File: src/hdl/mvs_defs.svh
// constants for the modbus rtu visibility slave
`ifndef MVS_DEFS_SVH
`define MVS_DEFS_SVH
`define MVS_CLK_HZ 40000000
`define MVS_BAUD 9600
`define MVS_BIT_CYC (`MVS_CLK_HZ / `MVS_BAUD)
`define MVS_HALF_CYC (`MVS_BIT_CYC / 2)
`define MVS_GAP_CHARS 4
`define MVS_GAP_CYC (`MVS_BIT_CYC * 11 * `MVS_GAP_CHARS)
`define MVS_SLAVE_ADDR 8'h01
`define MVS_FUNC_READ 8'h03
`define MVS_EXC_FLAG 8'h80
`define MVS_EXC_FUNC 8'h01
`define MVS_EXC_ADDR 8'h02
`define MVS_EXC_QTY 8'h03
`define MVS_EXC_BUSY 8'h06
`define MVS_VIS_REG_ADDR 16'h0000
`define MVS_CRC_INIT 16'hFFFF
`define MVS_CRC_POLY 16'hA001
`define MVS_REQ_LEN 8
`define MVS_MAX_FRAME 8'hFF
`endif

File: src/hdl/mvs_pkg.sv
// types for the modbus rtu visibility slave
package mvs_pkg;
  typedef enum logic [1:0] {MVS_TX_IDLE, MVS_TX_START, MVS_TX_BITS, MVS_TX_STOP} mvs_tx_state_t;
  typedef enum logic [1:0] {MVS_RX_IDLE, MVS_RX_START, MVS_RX_BITS} mvs_rx_state_t;
endpackage

File: src/hdl/mvs_crc_if.sv
// crc engine connection between the slave and its crc unit
`timescale 1ns/1ps
interface mvs_crc_if;
  logic clear;
  logic load;
  logic [7:0] data;
  logic busy;
  logic [15:0] crc;
  modport master (output clear, output load, output data, input busy, input crc);
  modport engine (input clear, input load, input data, output busy, output crc);
endinterface

File: src/hdl/mvs_crc.sv
// bit-serial crc-16 engine, eight shift steps per byte
`timescale 1ns/1ps
`include "mvs_defs.svh"
module mvs_crc (
  input wire logic clk_sys,
  input wire logic reset,
  mvs_crc_if.engine port
);
  logic [15:0] acc_reg, acc_next;
  logic [3:0] cnt_reg, cnt_next;
  // next accumulator: load xors byte, then eight shifts
  always_comb begin
    acc_next = acc_reg;
    cnt_next = cnt_reg;
    if (port.clear) begin
      acc_next = `MVS_CRC_INIT;
      cnt_next = 4'h0;
    end else if (port.load && cnt_reg == 4'h0) begin
      acc_next = acc_reg ^ {8'h00, port.data};
      cnt_next = 4'h8;
    end else if (cnt_reg != 4'h0) begin
      acc_next = {1'b0, acc_reg[15:1]} ^ (acc_reg[0] ? `MVS_CRC_POLY : 16'h0000);
      cnt_next = cnt_reg - 4'h1;
    end
  end
  // register the engine state
  always_ff @(posedge clk_sys) begin
    if (reset) begin
      acc_reg <= `MVS_CRC_INIT;
      cnt_reg <= 4'h0;
    end else begin
      acc_reg <= acc_next;
      cnt_reg <= cnt_next;
    end
  end
  assign port.busy = (cnt_reg != 4'h0);
  assign port.crc = acc_reg;
  // a loaded byte keeps the engine busy for exactly eight shift steps
  property p_eight_steps; @(posedge clk_sys) disable iff (reset)
    (port.load && !port.clear && cnt_reg == 4'h0) |=> port.busy [*8] ##1 !port.busy; endproperty
  a_eight_steps: assert property (p_eight_steps) else $error("crc step count wrong");
  property p_init; @(posedge clk_sys) disable iff (reset) port.clear |=> acc_reg == 16'hFFFF; endproperty
  a_init: assert property (p_init) else $error("crc not initialised");
endmodule

File: src/hdl/mvs_slave.sv
// modbus rtu slave: uart 8e1, request check, read-holding reply
`timescale 1ns/1ps
`include "mvs_defs.svh"
// Contract
// - characters are start, eight data, even parity, one stop, at 9600 baud
// - frame characters go back to back; an idle gap ends the frame
// - crc covers every frame byte from address through data
// - crc appended low byte first, high byte last
// - received crc recomputed and compared; mismatch drops the frame
// - multi-byte fields travel most significant byte first
// - only function 03 is supported; others are rejected
// - one read-only 16-bit visibility register at register address 0
// - answers slave address 01 only, ignores others
// - reply is address, function, byte count, data high first, crc
// - crc accumulator starts at all ones
// - each byte xored into the low accumulator byte first
// - shift right, zero in, xor polynomial when lsb out was one
// - eight shifts per byte, final content is the crc
module mvs_slave #(
  parameter int GAP_CYC = `MVS_GAP_CYC,
  parameter int BIT_CYC = `MVS_BIT_CYC
) (
  input wire logic clk_sys,
  input wire logic reset,
  input wire logic rx_line,
  output logic tx_line_reg,
  output logic tx_en_reg,
  input wire logic [15:0] visibility_range_meters,
  output logic frame_err_reg
);
  mvs_crc_if crc_bus ();
  mvs_crc u_crc (.clk_sys(clk_sys), .reset(reset), .port(crc_bus));

  function automatic logic par_even(input logic [7:0] b);
    return ^b;
  endfunction

  // receiver state
  mvs_pkg::mvs_rx_state_t rx_st_reg, rx_st_next;
  logic [12:0] rx_cnt_reg, rx_cnt_next;
  logic [3:0] rx_bit_reg, rx_bit_next;
  logic [8:0] rx_sh_reg, rx_sh_next;
  logic [7:0] rx_len_reg, rx_len_next;
  logic rx_bad_reg, rx_bad_next;
  logic [31:0] gap_reg, gap_next;
  logic [7:0] rq_reg [0:7];
  logic [7:0] rq_next [0:7];
  logic byte_ok, frame_end;

  // receive characters and collect the request bytes
  always_comb begin
    rx_st_next = rx_st_reg;
    rx_cnt_next = rx_cnt_reg;
    rx_bit_next = rx_bit_reg;
    rx_sh_next = rx_sh_reg;
    rx_len_next = rx_len_reg;
    rx_bad_next = rx_bad_reg;
    rq_next = rq_reg;
    byte_ok = 1'b0;
    frame_end = 1'b0;
    gap_next = (rx_st_reg == mvs_pkg::MVS_RX_IDLE && gap_reg < 32'(GAP_CYC)) ? gap_reg + 32'd1 : gap_reg;
    unique case (rx_st_reg)
      mvs_pkg::MVS_RX_IDLE: begin
        if (!rx_line) begin
          rx_st_next = mvs_pkg::MVS_RX_START;
          rx_cnt_next = 13'(BIT_CYC / 2);
          gap_next = 32'd0;
        end else if (gap_reg == 32'(GAP_CYC - 1)) begin
          frame_end = (rx_len_reg != 8'h00) || rx_bad_reg;
        end
      end
      mvs_pkg::MVS_RX_START: begin
        if (rx_cnt_reg != 13'h0) begin
          rx_cnt_next = rx_cnt_reg - 13'h1;
        end else if (rx_line) begin
          rx_st_next = mvs_pkg::MVS_RX_IDLE; // glitch, not a start bit
        end else begin
          rx_st_next = mvs_pkg::MVS_RX_BITS;
          rx_cnt_next = 13'(BIT_CYC - 1);
          rx_bit_next = 4'h0;
        end
      end
      mvs_pkg::MVS_RX_BITS: begin
        if (rx_cnt_reg != 13'h0) begin
          rx_cnt_next = rx_cnt_reg - 13'h1;
        end else begin
          rx_cnt_next = 13'(BIT_CYC - 1);
          rx_bit_next = rx_bit_reg + 4'h1;
          if (rx_bit_reg < 4'h9) begin
            rx_sh_next = {rx_line, rx_sh_reg[8:1]}; // lsb first, parity last
          end else begin
            rx_st_next = mvs_pkg::MVS_RX_IDLE;
            if (!rx_line || par_even(rx_sh_reg[7:0]) != rx_sh_reg[8]) begin
              rx_bad_next = 1'b1;
            end else begin
              byte_ok = 1'b1;
              if (rx_len_reg < 8'(`MVS_REQ_LEN)) begin
                rq_next[rx_len_reg[2:0]] = rx_sh_reg[7:0];
              end
              if (rx_len_reg != `MVS_MAX_FRAME) begin
                rx_len_next = rx_len_reg + 8'h01;
              end
            end
          end
        end
      end
      default: rx_st_next = mvs_pkg::MVS_RX_IDLE;
    endcase
    if (frame_end) begin
      rx_len_next = 8'h00;
      rx_bad_next = 1'b0;
    end
  end

  always_ff @(posedge clk_sys) begin
    if (reset) begin
      rx_st_reg <= mvs_pkg::MVS_RX_IDLE;
      rx_cnt_reg <= 13'h0;
      rx_bit_reg <= 4'h0;
      rx_sh_reg <= 9'h000;
      rx_len_reg <= 8'h00;
      rx_bad_reg <= 1'b0;
      gap_reg <= 32'd0;
      for (int i = 0; i < 8; i++) rq_reg[i] <= 8'h00;
    end else begin
      rx_st_reg <= rx_st_next;
      rx_cnt_reg <= rx_cnt_next;
      rx_bit_reg <= rx_bit_next;
      rx_sh_reg <= rx_sh_next;
      rx_len_reg <= rx_len_next;
      rx_bad_reg <= rx_bad_next;
      gap_reg <= gap_next;
      rq_reg <= rq_next;
    end
  end

  // reply builder and transmitter
  mvs_pkg::mvs_tx_state_t tx_st_reg, tx_st_next;
  logic [7:0] rp_reg [0:6];
  logic [7:0] rp_next [0:6];
  logic [2:0] rp_len_reg, rp_len_next, rp_idx_reg, rp_idx_next;
  logic [12:0] tx_cnt_reg, tx_cnt_next;
  logic [3:0] tx_bit_reg, tx_bit_next;
  logic [9:0] tx_sh_reg, tx_sh_next;
  logic tx_line_next, tx_en_next, frame_err_next;
  logic crc_run_reg, crc_run_next, crc_pend_reg, crc_pend_next;
  logic [2:0] crc_idx_reg, crc_idx_next;
  logic [15:0] start_addr, qty, rx_crc;
  logic [7:0] exc;

  assign start_addr = {rq_reg[2], rq_reg[3]};
  assign qty = {rq_reg[4], rq_reg[5]};
  assign rx_crc = {rq_reg[7], rq_reg[6]};

  // select the exception that applies to the held request
  always_comb begin
    exc = 8'h00;
    if (rq_reg[1] != `MVS_FUNC_READ) exc = `MVS_EXC_FUNC;
    else if (qty != 16'h0001) exc = `MVS_EXC_QTY;
    else if (start_addr != `MVS_VIS_REG_ADDR) exc = `MVS_EXC_ADDR;
  end

  // crc over received bytes, then verdict and reply crc
  always_comb begin
    crc_bus.clear = 1'b0;
    crc_bus.load = 1'b0;
    crc_bus.data = 8'h00;
    crc_run_next = crc_run_reg;
    crc_pend_next = crc_pend_reg;
    crc_idx_next = crc_idx_reg;
    rp_next = rp_reg;
    rp_len_next = rp_len_reg;
    rp_idx_next = rp_idx_reg;
    frame_err_next = frame_err_reg;
    tx_st_next = tx_st_reg;
    tx_cnt_next = tx_cnt_reg;
    tx_bit_next = tx_bit_reg;
    tx_sh_next = tx_sh_reg;
    tx_line_next = tx_line_reg;
    tx_en_next = tx_en_reg;
    if (byte_ok && rx_len_reg == 8'h00) begin
      frame_err_next = 1'b0;
    end
    if (frame_end && tx_st_reg == mvs_pkg::MVS_TX_IDLE && !rx_bad_reg
        && rx_len_reg == 8'(`MVS_REQ_LEN) && rq_reg[0] == `MVS_SLAVE_ADDR) begin
      crc_bus.clear = 1'b1;
      crc_run_next = 1'b1;
      crc_pend_next = 1'b0;
      crc_idx_next = 3'h0;
    end else if (frame_end && rx_bad_reg) begin
      frame_err_next = 1'b1;
    end else if (crc_run_reg && !crc_bus.busy && !crc_pend_reg) begin
      if (crc_idx_reg != 3'h6) begin
        crc_bus.load = 1'b1;
        crc_bus.data = rq_reg[crc_idx_reg];
        crc_idx_next = crc_idx_reg + 3'h1;
      end else if (crc_bus.crc != rx_crc) begin
        crc_run_next = 1'b0;
        frame_err_next = 1'b1;
      end else begin
        rp_next[0] = `MVS_SLAVE_ADDR;
        crc_bus.clear = 1'b1;
        crc_pend_next = 1'b1;
        crc_idx_next = 3'h0;
        if (exc == 8'h00) begin
          rp_next[1] = `MVS_FUNC_READ;
          rp_next[2] = 8'(qty << 1);
          rp_next[3] = visibility_range_meters[15:8];
          rp_next[4] = visibility_range_meters[7:0];
          rp_len_next = 3'h5;
        end else begin
          rp_next[1] = rq_reg[1] | `MVS_EXC_FLAG;
          rp_next[2] = exc;
          rp_len_next = 3'h3;
        end
      end
    end else if (crc_pend_reg && !crc_bus.busy) begin
      if (crc_idx_reg != rp_len_reg) begin
        crc_bus.load = 1'b1;
        crc_bus.data = rp_reg[crc_idx_reg];
        crc_idx_next = crc_idx_reg + 3'h1;
      end else begin
        rp_next[rp_len_reg] = crc_bus.crc[7:0];
        rp_next[rp_len_reg + 3'h1] = crc_bus.crc[15:8];
        rp_len_next = rp_len_reg + 3'h2;
        rp_idx_next = 3'h0;
        crc_pend_next = 1'b0;
        crc_run_next = 1'b0;
        tx_st_next = mvs_pkg::MVS_TX_START;
        tx_en_next = 1'b1;
      end
    end
    // character transmitter, back to back within the reply
    unique case (tx_st_reg)
      mvs_pkg::MVS_TX_IDLE: tx_line_next = 1'b1;
      mvs_pkg::MVS_TX_START: begin
        tx_sh_next = {1'b1, par_even(rp_reg[rp_idx_reg]), rp_reg[rp_idx_reg]};
        tx_line_next = 1'b0;
        tx_cnt_next = 13'(BIT_CYC - 1);
        tx_bit_next = 4'h0;
        tx_st_next = mvs_pkg::MVS_TX_BITS;
      end
      mvs_pkg::MVS_TX_BITS: begin
        if (tx_cnt_reg != 13'h0) begin
          tx_cnt_next = tx_cnt_reg - 13'h1;
        end else if (tx_bit_reg != 4'hA) begin
          tx_cnt_next = 13'(BIT_CYC - 1);
          tx_line_next = tx_sh_reg[0];
          tx_sh_next = {1'b1, tx_sh_reg[9:1]};
          tx_bit_next = tx_bit_reg + 4'h1;
        end else begin
          tx_st_next = mvs_pkg::MVS_TX_STOP;
        end
      end
      mvs_pkg::MVS_TX_STOP: begin
        rp_idx_next = rp_idx_reg + 3'h1;
        if (rp_idx_reg + 3'h1 == rp_len_reg) begin
          tx_st_next = mvs_pkg::MVS_TX_IDLE;
          tx_en_next = 1'b0;
        end else begin
          tx_st_next = mvs_pkg::MVS_TX_START;
        end
      end
    endcase
  end

  always_ff @(posedge clk_sys) begin
    if (reset) begin
      crc_run_reg <= 1'b0;
      crc_pend_reg <= 1'b0;
      crc_idx_reg <= 3'h0;
      for (int i = 0; i < 7; i++) rp_reg[i] <= 8'h00;
      rp_len_reg <= 3'h0;
      rp_idx_reg <= 3'h0;
      frame_err_reg <= 1'b0;
      tx_st_reg <= mvs_pkg::MVS_TX_IDLE;
      tx_cnt_reg <= 13'h0;
      tx_bit_reg <= 4'h0;
      tx_sh_reg <= 10'h3FF;
      tx_line_reg <= 1'b1;
      tx_en_reg <= 1'b0;
    end else begin
      crc_run_reg <= crc_run_next;
      crc_pend_reg <= crc_pend_next;
      crc_idx_reg <= crc_idx_next;
      rp_reg <= rp_next;
      rp_len_reg <= rp_len_next;
      rp_idx_reg <= rp_idx_next;
      frame_err_reg <= frame_err_next;
      tx_st_reg <= tx_st_next;
      tx_cnt_reg <= tx_cnt_next;
      tx_bit_reg <= tx_bit_next;
      tx_sh_reg <= tx_sh_next;
      tx_line_reg <= tx_line_next;
      tx_en_reg <= tx_en_next;
    end
  end

  // line and reply framing checks
  property p_idle_high; @(posedge clk_sys) disable iff (reset) !tx_en_reg |-> tx_line_reg; endproperty
  a_idle_high: assert property (p_idle_high) else $error("line not idle high");
  property p_start_bit; @(posedge clk_sys) disable iff (reset)
    tx_st_reg == mvs_pkg::MVS_TX_START |=> !tx_line_reg && tx_en_reg; endproperty
  a_start_bit: assert property (p_start_bit) else $error("start bit missing");
  property p_reply_addr; @(posedge clk_sys) disable iff (reset)
    $rose(tx_en_reg) |-> rp_reg[0] == 8'h01; endproperty
  a_reply_addr: assert property (p_reply_addr) else $error("reply address wrong");
  property p_reply_func; @(posedge clk_sys) disable iff (reset)
    $rose(tx_en_reg) |-> (rp_reg[1] == 8'h03 && rp_len_reg == 3'h7) || (rp_reg[1][7] && rp_len_reg == 3'h5);
  endproperty
  a_reply_func: assert property (p_reply_func) else $error("reply function or length wrong");
  property p_count; @(posedge clk_sys) disable iff (reset)
    ($rose(tx_en_reg) && rp_reg[1] == 8'h03) |-> rp_reg[2] == 8'h02; endproperty
  a_count: assert property (p_count) else $error("byte count wrong");
  property p_bad_crc; @(posedge clk_sys) disable iff (reset)
    (crc_run_reg && !crc_pend_reg && !crc_bus.busy && crc_idx_reg == 3'h6 && crc_bus.crc != rx_crc && !frame_end)
    |=> frame_err_reg && !crc_run_reg; endproperty
  a_bad_crc: assert property (p_bad_crc) else $error("crc mismatch not flagged");
  property p_only_03; @(posedge clk_sys) disable iff (reset)
    ($rose(tx_en_reg) && rq_reg[1] != 8'h03) |-> rp_reg[2] == 8'h01; endproperty
  a_only_03: assert property (p_only_03) else $error("bad function not rejected");
  property p_crc_tail; @(posedge clk_sys) disable iff (reset)
    (crc_pend_reg && !crc_bus.busy && crc_idx_reg == rp_len_reg)
    |=> rp_reg[rp_len_reg - 3'h1] == $past(crc_bus.crc[15:8]); endproperty
  a_crc_tail: assert property (p_crc_tail) else $error("crc high byte not last");
endmodule

File: config.mk
export PLATFORM = sky130hd
export DESIGN_NAME = mvs_slave
export DESIGN_NICKNAME = d
export VERILOG_FILES = /design/src/hdl/mvs_pkg.sv /design/src/hdl/mvs_crc_if.sv /design/src/hdl/mvs_crc.sv /design/src/hdl/mvs_slave.sv
export VERILOG_INCLUDE_DIRS = /design/src /design/src/hdl
export SDC_FILE = /design/constraint.sdc
export NUM_CORES = 1
export LEC_CHECK = 0
export BUFFER_PORTS_ARGS = -buffer_cell sky130_fd_sc_hd__buf_2
export CAP_MARGIN = 20
export CORE_MARGIN = 1
export CORE_UTILIZATION = 49
export DETAILED_ROUTE_END_ITERATION = 8
export PLACE_DENSITY = 0.62
export SLEW_MARGIN = 25
export SYNTH_ARGS = -nofsm -noshare
export SYNTH_HDL_FRONTEND = slang
export SYNTH_SLANG_ARGS = --single-unit
File: constraint.sdc
create_clock -name clk_sys -period 4.05 [get_ports clk_sys]
set_input_delay 0.81 -clock clk_sys [delete_from_list [all_inputs] [get_ports clk_sys]]
set_output_delay 0.81 -clock clk_sys [all_outputs]
set_load 0.05 [all_outputs]
==> results of run 1 <==
## power by group through the flow
stage	combinational, mW	clock [mW]	sequential, mW
finish	1.23	2.55	2.77
global route	1.36	2.71	2.78
CTS	1.22	2.60	2.76
detailed placement	1.21	0	2.81
global placement	1.19	0	2.81
floorplan	0.941	0	2.71
## cells in the mapped netlist (12+ instances only)
library cell    n
nor2b_1        18
mux4_2         18
nor2_1        203
xnor2_1        59
nand2_1       136
or3_1          26
dfxtp_1       251
clkbuf_1       98
nor4_1         19
and2_1         18
nand4_1        17
a21oi_1        81
buf_1          22
o21ai_0        29
xor2_1         19
o21ai_1        14
ha_1           24
a211oi_1       56
inv_1          40
a22oi_1        64
nand2b_1       12
nand3_1        33
and3_1         12
nor3_1         42
mux2i_1       112
## final cells by class
class | instances | share of cell area
inverters | 43 | 0.0109
flip-flops and latches | 251 | 0.339
repair buffers | 64 | 0.0290
multi-input cells | 1168 | 0.530
well taps | 341 | 0.0287
clock buffers | 40 | 0.0543
clock inverters | 10 | 0.00793
## layer usage
| layer | GRT usage | vias up | wire [microns] |
|---|---|---|---|
| li1 | - | 5638 | - |
| met1 | 0.375 | 5452 | 17200 |
| met2 | 0.419 | 377 | 16600 |
| met3 | 0.0315 | 89 | 2240 |
| met4 | 0.100 | 0 | 1370 |
| met5 | 0 | - | 0 |
## kinds of logic (layout without fill, tap and decap cells)
family / after synthesis / after routing / synth area share
DFF: 251 / 251 / 0.372
buffers and inverters: 163 / 157 / 0.0453
and+or+nand+nor: 590 / 590 / 0.219
AOI/OAI and AO/OA: 339 / 339 / 0.170
adders and majority gates: 24 / 24 / 0.0223
xor gates and xnor gates: 79 / 79 / 0.0523
muxes: 136 / 136 / 0.118
## worst max-delay path by stage
| stage | start | to | slack, ns |
|---|---|---|---|
| 2_1_floorplan | rx_cnt_reg[0]$_SDFFE_PP0P_ | qty[8]$_SDFFE_PP0P_ | 0.91 |
| 3_3_place_gp | rx_cnt_reg[0]$_SDFFE_PP0P_ | qty[15]$_SDFFE_PP0P_ | 0.62 |
| 3_5_place_dp | rx_cnt_reg[0]$_SDFFE_PP0P_ | qty[10]$_SDFFE_PP0P_ | 0.52 |
| 4_1_cts | rx_cnt_reg[0]$_SDFFE_PP0P_ | qty[10]$_SDFFE_PP0P_ | 0.50 |
| 5_1_grt | rx_len_reg[0]$_SDFFE_PP0P_ | rp_reg[16]$_SDFFE_PP0P_ | 0.26 |
| 6_report | rx_cnt_reg[0]$_SDFFE_PP0P_ | qty[14]$_SDFFE_PP0P_ | 0.54 |
## worst max-delay path, cell delays in order, from the launching register on
cell	delay, ns
dfxtp_1	0.34
inv_1	0.07
ha_1	0.20
or4b_4	0.50
or4_4	0.58
nor3_4	0.31
nand4_4	0.32
nor4_4	0.70
mux2i_1	0.28
nor2_1	0.06
## layout by cell type, fill, tap and decap left out, drive strengths merged, types with 10 or more instances in the layout
cell type | netlist | layout
dfxtp | 251 | 251
nor2 | 203 | 203
nand2 | 136 | 136
mux2i | 112 | 112
a21oi | 81 | 81
a22oi | 64 | 64
buf | 22 | 64
xnor2 | 59 | 59
a211oi | 56 | 56
nor3 | 47 | 47
o21ai | 43 | 43
inv | 42 | 42
clkbuf | 98 | 40
nand3 | 33 | 33
or3 | 26 | 26
nor4 | 25 | 25
ha | 24 | 24
xor2 | 19 | 19
and2 | 19 | 19
nor2b | 18 | 18
mux4 | 18 | 18
nand4 | 18 | 18
and3 | 12 | 12
nand2b | 12 | 12
o211ai | 11 | 11
a21o | 10 | 10
==> run_results.csv, run 1 <==
group,metric,value,unit
final_layout,seqCellArea,5030,sq um
worst_setup_path,worst-path-max-fanout,8,
clock_network,cts-root-buf,"clkbuf_16",
clock_network,cts_tree,"built",
global_route,grt_max_degree,85,
final_layout,num_antenna_cells,0,
routing,drtIter0Drc,1240,
sta,rsz0062_at_grt,"false",
synth,syn_area,13500,sq um
clock_network,insertion_delay,0.56,ns
routing,wl,37.4,mm
worst_hold_path,hp-start,"gap_reg[23]$_SDFF_PP0_",
power_and_ir_drop,comb_power_share,0.187,
power_and_ir_drop,max-vdd-ir-drop,0.344,mV
routing,via_per_inst,6.03,
worst_hold_path,min_path_cells,1,
synth,synth.area.top_cells,"dfxtp_1 37%, mux2i_1 8.3%, nor2_1 5.6%, xnor2_1 3.8%, nand2_1 3.8%",
final_layout,n_fill_cell,2462,
die,die_h,168,microns
worst_hold_path,holdPathEnd,"gap_reg[23]$_SDFF_PP0_",
sta,finalClockSkew,0.0231,ns
placement,dp.final_hpwl,26.1,mm
worst_setup_path,rr_startpoint,"rx_cnt_reg[0]$_SDFFE_PP0P_",
sta,finalHoldViolCount,0,
synth,ys_ff_latch,251,
routing,via_count,11600,
clock_network,clock_sinks,251,
routing,wl_per_cell,19.5,microns
worst_setup_path,cp-start-kind,"flop",
worst_setup_path,endpoint_kind,"flop",
placement,place.gp.congestion,0.907,
worst_setup_path,arrival,3.93,ns
sta,setup_viol,0,
flow_run,drv_cap,0,
power_and_ir_drop,p_int,4.58,mW
die,row_count,60,
synth,synth_ff_type,"dfxtp_1",
routing,drc,0,
synth,async_flop_share,0,
final_layout,fin_nets,1599,
sta,relSlewSlack,0.321,
final_layout,area_growth,9.99,%
final_layout,largest_reg_flops,56,
clock_network,post_cts_resized,0,
die,die_x,168,microns
global_route,grt_pass1_wl,60.4,mm
global_route,track_usage,0.267,
worst_setup_path,critPathRequiredTime,4.47,ns
power_and_ir_drop,swShare,0.300,
placement,numPortBuffers,21,
synth,synth.avg_cell_area,8.53,sq um
worst_setup_path,crit_type,"reg -> reg",
final_layout,fin_area,14800,sq um
clock_network,ctsHoldBuffers,0,
clock_network,clockBufferDepth,3,
power_and_ir_drop,pwr-share-seq,0.423,
sta,worst_slack,0.540,ns
sta,max_freq,285,MHz
synth,synth_top_area_frac,0.372,
power_and_ir_drop,cellLeakagePower,5.03,nW
synth,synth_cell_types,70,
synth,netlist.top_cell.by_area,"dfxtp_1",
sta,fin_crit_sh,0.867,
worst_setup_path,ff2ff_setup_slack,0.54,ns
synth,yosysSeqAreaShare,0.372,
global_route,antenna_found_initial,0,
die,dieArea,28200,sq um
sta,timing_worst_slew_pin_value,1.01,ns
synth,postSynthCellCount,1582,
synth,yosys_warnings,0,
synth,synth_fp_nets,1625,
final_layout,stdcell_count,1917,
routing,dr.pass1.iters,5,
placement,placedCellCount,1867,
sta,layout_min_cycle_time,3.51,ns
die,core_region_area,27000,sq um
global_route,grt_pass1_vias,11000,
clock_network,cts_setup_buffers,0,
power_and_ir_drop,switchingPower,1.97,mW
clock_network,htree_num_levels,1,
final_layout,drive_above_1_share,0.102,
placement,dpl-instance-area,13900,sq um
die,initial_core_util,0.501,
power_and_ir_drop,power_density,441,nW/um^2
synth,synth-edff-count,0,
worst_setup_path,rr_endpoint,"qty[14]$_SDFFE_PP0P_",
power_and_ir_drop,power,6.55,mW
worst_hold_path,hold_class,"reg -> reg",
worst_setup_path,reg2reg_depth,9,
power_and_ir_drop,pwr-share-clk,0.390,
clock_network,cts.clk_slew.worst_paths,0.06,ns
sta,maxSlewViolCount,0,
final_layout,final_core_util,0.551,
final_layout,multi_input_area,7870,sq um
outcome,outcome,"complete, no violations",
sta,hold_ws,0.459,ns
global_route,grt_overflow,0,
die,boundaryPins,22,
clock_network,numCtsBuffers,28,
placement,pre_cts_ws,0.521,ns
routing,ant_nets,0,
sta,finalSetupTns,0,ns
Power figures use the tool's default switching activity.
==> run 2, diff against run 1 <==
Settings changed: PLACE_DENSITY 0.62 to 0.64, SYNTH_HIERARCHICAL set to 1.
Clock period 4.05 ns to 3.17 ns, I/O delays scaled along.
==> run_results.csv, run 2 <==
group,metric,value,unit
sta,maxSlewViolCount,0,
clock_network,clockBufferDepth,3,
synth,synth_ff_type,"dfxtp_1",
final_layout,final_cell_mix,"249 x dfxtp_1, 191 x nor2_1, 137 x nand2_1, 115 x mux2i_1, 90 x buf_4",
die,dieArea,29200,sq um
placement,dp.final_hpwl,28.1,mm
routing,via_per_inst,6.12,
placement,numPortBuffers,21,
clock_network,insertion_delay,0.55,ns
clock_network,ctsHoldBuffers,0,
synth,yosys.area_share.xor_xnor,0.0429,
clock_network,cts_tree,"built",
worst_setup_path,arrival,3.42,ns
routing,drtIter0Drc,1146,
worst_hold_path,hold_class,"in -> reg",
synth,ys_top_cells_by_count,"251 x dfxtp_1, 191 x nor2_1, 137 x nand2_1, 115 x mux2i_1, 99 x clkbuf_1",
synth,synth-edff-count,0,
synth,synth.avg_cell_area,8.60,sq um
synth,yosysSeqAreaShare,0.359,
synth,synthAdderAreaFrac,0.0206,
final_layout,largest_reg_flops,56,
sta,max_freq,335,MHz
global_route,antenna_found_initial,0,
clock_network,htree_num_levels,1,
clock_network,numCtsBuffers,29,
clock_network,cts-root-buf,"clkbuf_16",
die,row_count,61,
sta,layout_min_cycle_time,2.98,ns
final_layout,multi_input_area,8290,sq um
global_route,grt_pass1_vias,11500,
synth,synth_compound_area_frac,0.190,
worst_hold_path,holdPathEnd,"rp_reg[30]$_SDFFE_PP0P_",
power_and_ir_drop,max-vdd-ir-drop,0.344,mV
worst_setup_path,rr_endpoint,"rx_cnt_reg[4]$_SDFFE_PP0P_",
sta,finalHoldViolCount,0,
sta,finalClockSkew,0.0107,ns
global_route,track_usage,0.274,
synth,synth_mux_area_frac,0.128,
synth,yosysMostFrequentCell,"dfxtp_1",
flow_run,drv_cap,0,
worst_setup_path,reg2reg_depth,9,
synth,synth.area.top_cells,"dfxtp_1 36%, mux2i_1 8.2%, nor2_1 5.1%, mux4_2 3.9%, nand2_1 3.7%",
final_layout,seqCellArea,5030,sq um
power_and_ir_drop,power_density,585,nW/um^2
sta,relSlewSlack,0.460,
synth,syn_area,14000,sq um
routing,wl_per_cell,19.8,microns
routing,wl,40.3,mm
sta,fin_crit_sh,0.941,
die,initial_core_util,0.501,
synth,postSynthCellCount,1627,
worst_setup_path,cp-start-kind,"flop",
worst_setup_path,ff2ff_setup_slack,0.19,ns
global_route,grt_max_degree,41,
clock_network,cts.clk_slew.worst_paths,0.06,ns
sta,timing_worst_slew_pin_value,0.807,ns
routing,drc,0,
worst_hold_path,hp-start,"visibility_range_meters[14]",
routing,dr.pass1.iters,6,
synth,synth_fp_nets,1669,
final_layout,drive_above_1_share,0.144,
synth,async_flop_share,0,
global_route,grt_overflow,0,
power_and_ir_drop,power,9.27,mW
die,core_region_area,27900,sq um
worst_hold_path,min_path_cells,3,
worst_setup_path,crit_type,"reg -> reg",
final_layout,fin_nets,1677,
outcome,outcome,"complete, no violations",
die,die_h,171,microns
sta,rsz0062_at_grt,"false",
final_layout,layout_commonest_cell,"dfxtp_1",
worst_setup_path,rr_startpoint,"rx_cnt_reg[0]$_SDFFE_PP0P_",
synth,ys_ff_latch,251,
clock_network,clock_sinks,251,
routing,ant_nets,0,
synth,synth_top_area_frac,0.359,
final_layout,n_fill_cell,2562,
die,boundaryPins,22,
power_and_ir_drop,cellLeakagePower,6.09,nW
synth,netlist.top_cell.by_area,"dfxtp_1",
routing,via_count,12500,
worst_setup_path,critPathRequiredTime,3.61,ns
synth,yosys_warnings,6,
worst_setup_path,worst-path-max-fanout,13,
synth,synth_top_family_by_area,"simple AND/OR/NAND/NOR gates",
final_layout,area_growth,13.1,%
final_layout,num_antenna_cells,0,
synth,synth_simple_gate_area_share,0.208,
synth,synth_cell_types,78,
global_route,grt_pass1_wl,63.1,mm
placement,place.gp.congestion,0.922,
sta,setup_viol,0,
sta,finalSetupTns,0,ns
worst_setup_path,endpoint_kind,"flop",
die,die_x,171,microns
run 2: worst max path at each step:
stage / from / to / slack [ns] / cells past startpoint
floorplan: u_crc/cnt_reg[0]$_SDFFE_PP0P_ / rp_reg[13]$_SDFFE_PP0P_ / 0.35 / 12
global placement: rx_cnt_reg[0]$_SDFFE_PP0P_ / rq_reg[3]$_SDFFE_PP0P_ / 0.04 / 8
detailed placement: rx_cnt_reg[0]$_SDFFE_PP0P_ / rq_reg[5]$_SDFFE_PP0P_ / 0.006 / 8
CTS: rx_cnt_reg[0]$_SDFFE_PP0P_ / rq_reg[8]$_SDFFE_PP0P_ / 0.01 / 8
global route: rx_cnt_reg[0]$_SDFFE_PP0P_ / rx_len_reg[7]$_SDFFE_PP0P_ / 0.02 / 9
finish: rx_cnt_reg[0]$_SDFFE_PP0P_ / rx_cnt_reg[4]$_SDFFE_PP0P_ / 0.19 / 9
run 2: final cells by class:
| class | instances | share of cell area |
|---|---|---|
| flip-flops and latches | 251 | 0.317 |
| inverters | 48 | 0.0114 |
| clock inverters | 14 | 0.0162 |
| multi-input cells | 1194 | 0.523 |
| clock buffers | 39 | 0.0520 |
| well taps | 378 | 0.0299 |
| repair buffers | 111 | 0.0497 |
run 2: cell families after synthesis:
group	Yosys count
mux	148
flops	251
simple gates	582
xor+xnor	67
fa+ha+maj	23
buf+inv	182
compound gates	374
run 2: worst max-delay path, cell delays in order (launching register included):
cell and delay (ns):
dfxtp_1 0.33, inv_1 0.06, ha_1 0.19, or4b_4 0.51, or4_1 0.71, buf_4 0.24
o31a_1 0.44, nand3_1 0.17, xor2_1 0.18, nor2_1 0.05
run 2: repair_timing:
item | in CTS | in global routing
gates resized for setup | 0 | 4
setup endpoints to repair | 8 | 48
pin swaps | 1 | 2
buffers inserted | 0 | 3
run 2: where the power goes:
group / switching [mW] / total [mW] / internal (mW)
Sequential: 0.161 / 3.47 / 3.31
Combinational: 1.35 / 2.05 / 0.702
Clock: 1.36 / 3.74 / 2.38
Total: 2.87 / 9.27 / 6.40
run 2: per-layer routing:
layer,part of all wire,wire length (microns),vias to the layer above,GRT usage
met4,0.034,1360,0,0.106
met1,0.45,18000,5999,0.367
met2,0.46,18500,424,0.449
li1,-,-,5949,-
met5,0,0,-,0
met3,0.059,2360,81,0.0324
run 2: metrics by stage:
stage                     cell area (sq um)  hold WS, ns  worst slack [ns]   util  instances
after floorplan                       14000        0.430             0.350      -       1627
after global placement                14700        0.442            0.0448  0.526       1979
after detailed placement              14700        0.447           0.00564  0.527       1979
after CTS                             15800        0.409            0.0119  0.565       2032
after global routing                  15800        0.419            0.0186  0.567       2035
final                                 15800        0.428             0.187  0.567       2035
==> run 3, diff against run 2 <==
Settings changed: CORE_ASPECT_RATIO set to 1.75.
==> run_results.csv, run 3 (synthesis results as in run 2) <==
group,metric,value,unit
final_layout,area_growth,12.3,%
sta,max_freq,344,MHz
routing,dr.pass1.iters,5,
outcome,outcome,"complete, no violations",
power_and_ir_drop,pwr-share-seq,0.399,
sta,maxSlewViolCount,0,
placement,placedCellCount,1982,
global_route,antenna_found_initial,0,
clock_network,cts-root-buf,"clkbuf_16",
global_route,grt_max_degree,82,
clock_network,ctsHoldBuffers,0,
worst_setup_path,slowest_stage,"or4_1",
routing,via_per_inst,6.14,
die,core_region_area,28000,sq um
global_route,met1_usage,0.287,
final_layout,drive_above_1_share,0.142,
die,dieArea,29300,sq um
worst_setup_path,crit_type,"reg -> reg",
sta,finalClockSkew,0.0148,ns
routing,via_count,12500,
placement,dp.final_hpwl,31.2,mm
placement,pre_cts_ws,-0.0221,ns
power_and_ir_drop,power_density,551,nW/um^2
global_route,gr-usage-met2,0.539,
sta,rsz0062_at_grt,"false",
global_route,use_met3,0.0393,
sta,hold_ws,0.421,ns
power_and_ir_drop,p_int,5.88,mW
final_layout,final_cell_mix,"249 x dfxtp_1, 191 x nor2_1, 137 x nand2_1, 115 x mux2i_1, 92 x buf_4",
die,boundaryPins,22,
clock_network,numCtsBuffers,25,
worst_setup_path,worst_path_largest_cell_delay,0.53,ns
routing,drc,0,
power_and_ir_drop,switchingPower,2.77,mW
die,row_count,81,
worst_setup_path,critPathRequiredTime,3.58,ns
worst_setup_path,arrival,3.31,ns
placement,numPortBuffers,21,
routing,wl,41.8,mm
sta,worst_slack,0.264,ns
clock_network,clock_sinks,251,
clock_network,cts.clk_slew.worst_paths,0.06,ns
routing,wl_per_cell,20.6,microns
sta,setup_viol,0,
sta,finalHoldViolCount,0,
die,initial_core_util,0.500,
power_and_ir_drop,comb_power_share,0.238,
worst_setup_path,worst-path-max-fanout,47,
final_layout,layout_commonest_cell,"dfxtp_1",
worst_setup_path,crit_buf_inv,3,
worst_setup_path,worstPathCellList,"inv_1 > ha_1 > nor3b_4 > inv_2 > nand2b_1 > or4_1 > buf_12 > or3_1 > a31oi_1 > nor3_1",
final_layout,final_core_util,0.562,
power_and_ir_drop,pwr-share-clk,0.363,
global_route,grt_overflow,0,
final_layout,stdcell_count,2027,
global_route,grt.busiest_layer,"met2",
flow_run,drv_cap,0,
power_and_ir_drop,max-vdd-ir-drop,0.423,mV
final_layout,largest_reg_flops,56,
worst_setup_path,cp-start-kind,"flop",
global_route,grt_pass1_vias,12300,
sta,fin_crit_sh,0.917,
global_route,track_usage,0.293,
routing,ant_nets,0,
worst_hold_path,hold_class,"in -> reg",
global_route,grt_pass1_wl,66.0,mm
sta,layout_min_cycle_time,2.91,ns
sta,timing_worst_slew_pin_value,0.782,ns
worst_setup_path,cp_top_family,"simple AND/OR/NAND/NOR gates",
clock_network,htree_num_levels,1,
sta,finalSetupTns,0,ns
routing,drtIter0Drc,623,
clock_network,cts_tree,"built",
power_and_ir_drop,cellLeakagePower,6.04,nW
placement,place.gp.congestion,1.01,
sta,relSlewSlack,0.476,
worst_setup_path,endpoint_kind,"flop",
clock_network,clockBufferDepth,3,
die,die_h,226,microns
clock_network,insertion_delay,0.55,ns
die,die_x,130,microns
final_layout,num_antenna_cells,0,
final_layout,fin_nets,1680,
power_and_ir_drop,swShare,0.321,
run 3: cell count changes in the layout (fill, tap and decap cells not counted), sizes merged:
cell      previous run  this run
buf                111       118
bufinv               7         4
clkbuf              39        34
clkinvlp             3         1
run 3: power groups by stage:
stage,registers (mW),clock network [mW],logic [mW]
3_3_place_gp,3.52,0,1.98
6_report,3.46,3.14,2.06
2_1_floorplan,3.48,0,1.37
5_1_grt,3.47,3.31,2.20
3_5_place_dp,3.53,0,2.01
4_1_cts,3.46,3.20,2.02
run 3: timing repair:
item                                    4_1_cts  5_1_grt
hold endpoints to repair                      0        0
pin swaps                                     2        2
gates resized for setup                       2        4
setup buffers                                 0        2
endpoints found under the setup margin       16       49
run 3: worst paths after layout:
| path | startpoint | slack [ns] | endpoint | cells past startpoint |
|---|---|---|---|---|
| hold / removal | visibility_range_meters[13] | 0.42 | rp_reg[29]$_SDFFE_PP0P_ | 3 |
| setup / recovery | u_crc/cnt_reg[0]$_SDFFE_PP0P_ | 0.26 | rp_reg[41]$_SDFFE_PP0P_ | 10 |
| hold reg to reg | gap_reg[28]$_SDFF_PP0_ | 0.46 | gap_reg[28]$_SDFF_PP0_ | 1 |
| setup reg to reg | u_crc/cnt_reg[0]$_SDFFE_PP0P_ | 0.26 | rp_reg[41]$_SDFFE_PP0P_ | 10 |
run 3: final cells by class:
cell class              instances  area, sq um
fillers                      2607        12300
multi-input cells            1194         8290
flip-flops and latches        251         5030
repair buffers                118          902
clock buffers                  34          699
well taps                     373          467
inverters                      48          180
clock inverters                 9          148
run 3: stage by stage:
| stage | instance area (sq um) | power (mW) |
|---|---|---|
| 4_1_cts | 15700 | 8.67 |
| 3_5_place_dp | 14800 | 5.54 |
| 2_1_floorplan | 14000 | 4.86 |
| 3_3_place_gp | 14800 | 5.51 |
| 5_1_grt | 15700 | 8.98 |
| 6_report | 15700 | 8.66 |
run 3: metal layers:
| layer | vias to the layer above | wire, microns |
|---|---|---|
| met5 | - | 0 |
| met4 | 0 | 3550 |
| met3 | 164 | 1870 |
| met2 | 384 | 21900 |
| met1 | 5949 | 14500 |
| li1 | 5953 | - |
run 3: worst register-to-register path: cells and delay by family, from the launching register on:
| family | cells | cell delay (ns) |
|---|---|---|
| AO/OA/AOI/OAI | 1 | 0.23 |
| buffers and inverters | 3 | 0.48 |
| adder cells (fa/ha/maj) | 1 | 0.21 |
| AND/OR/NAND/NOR | 5 | 1.54 |
| flip-flops | 1 | 0.32 |
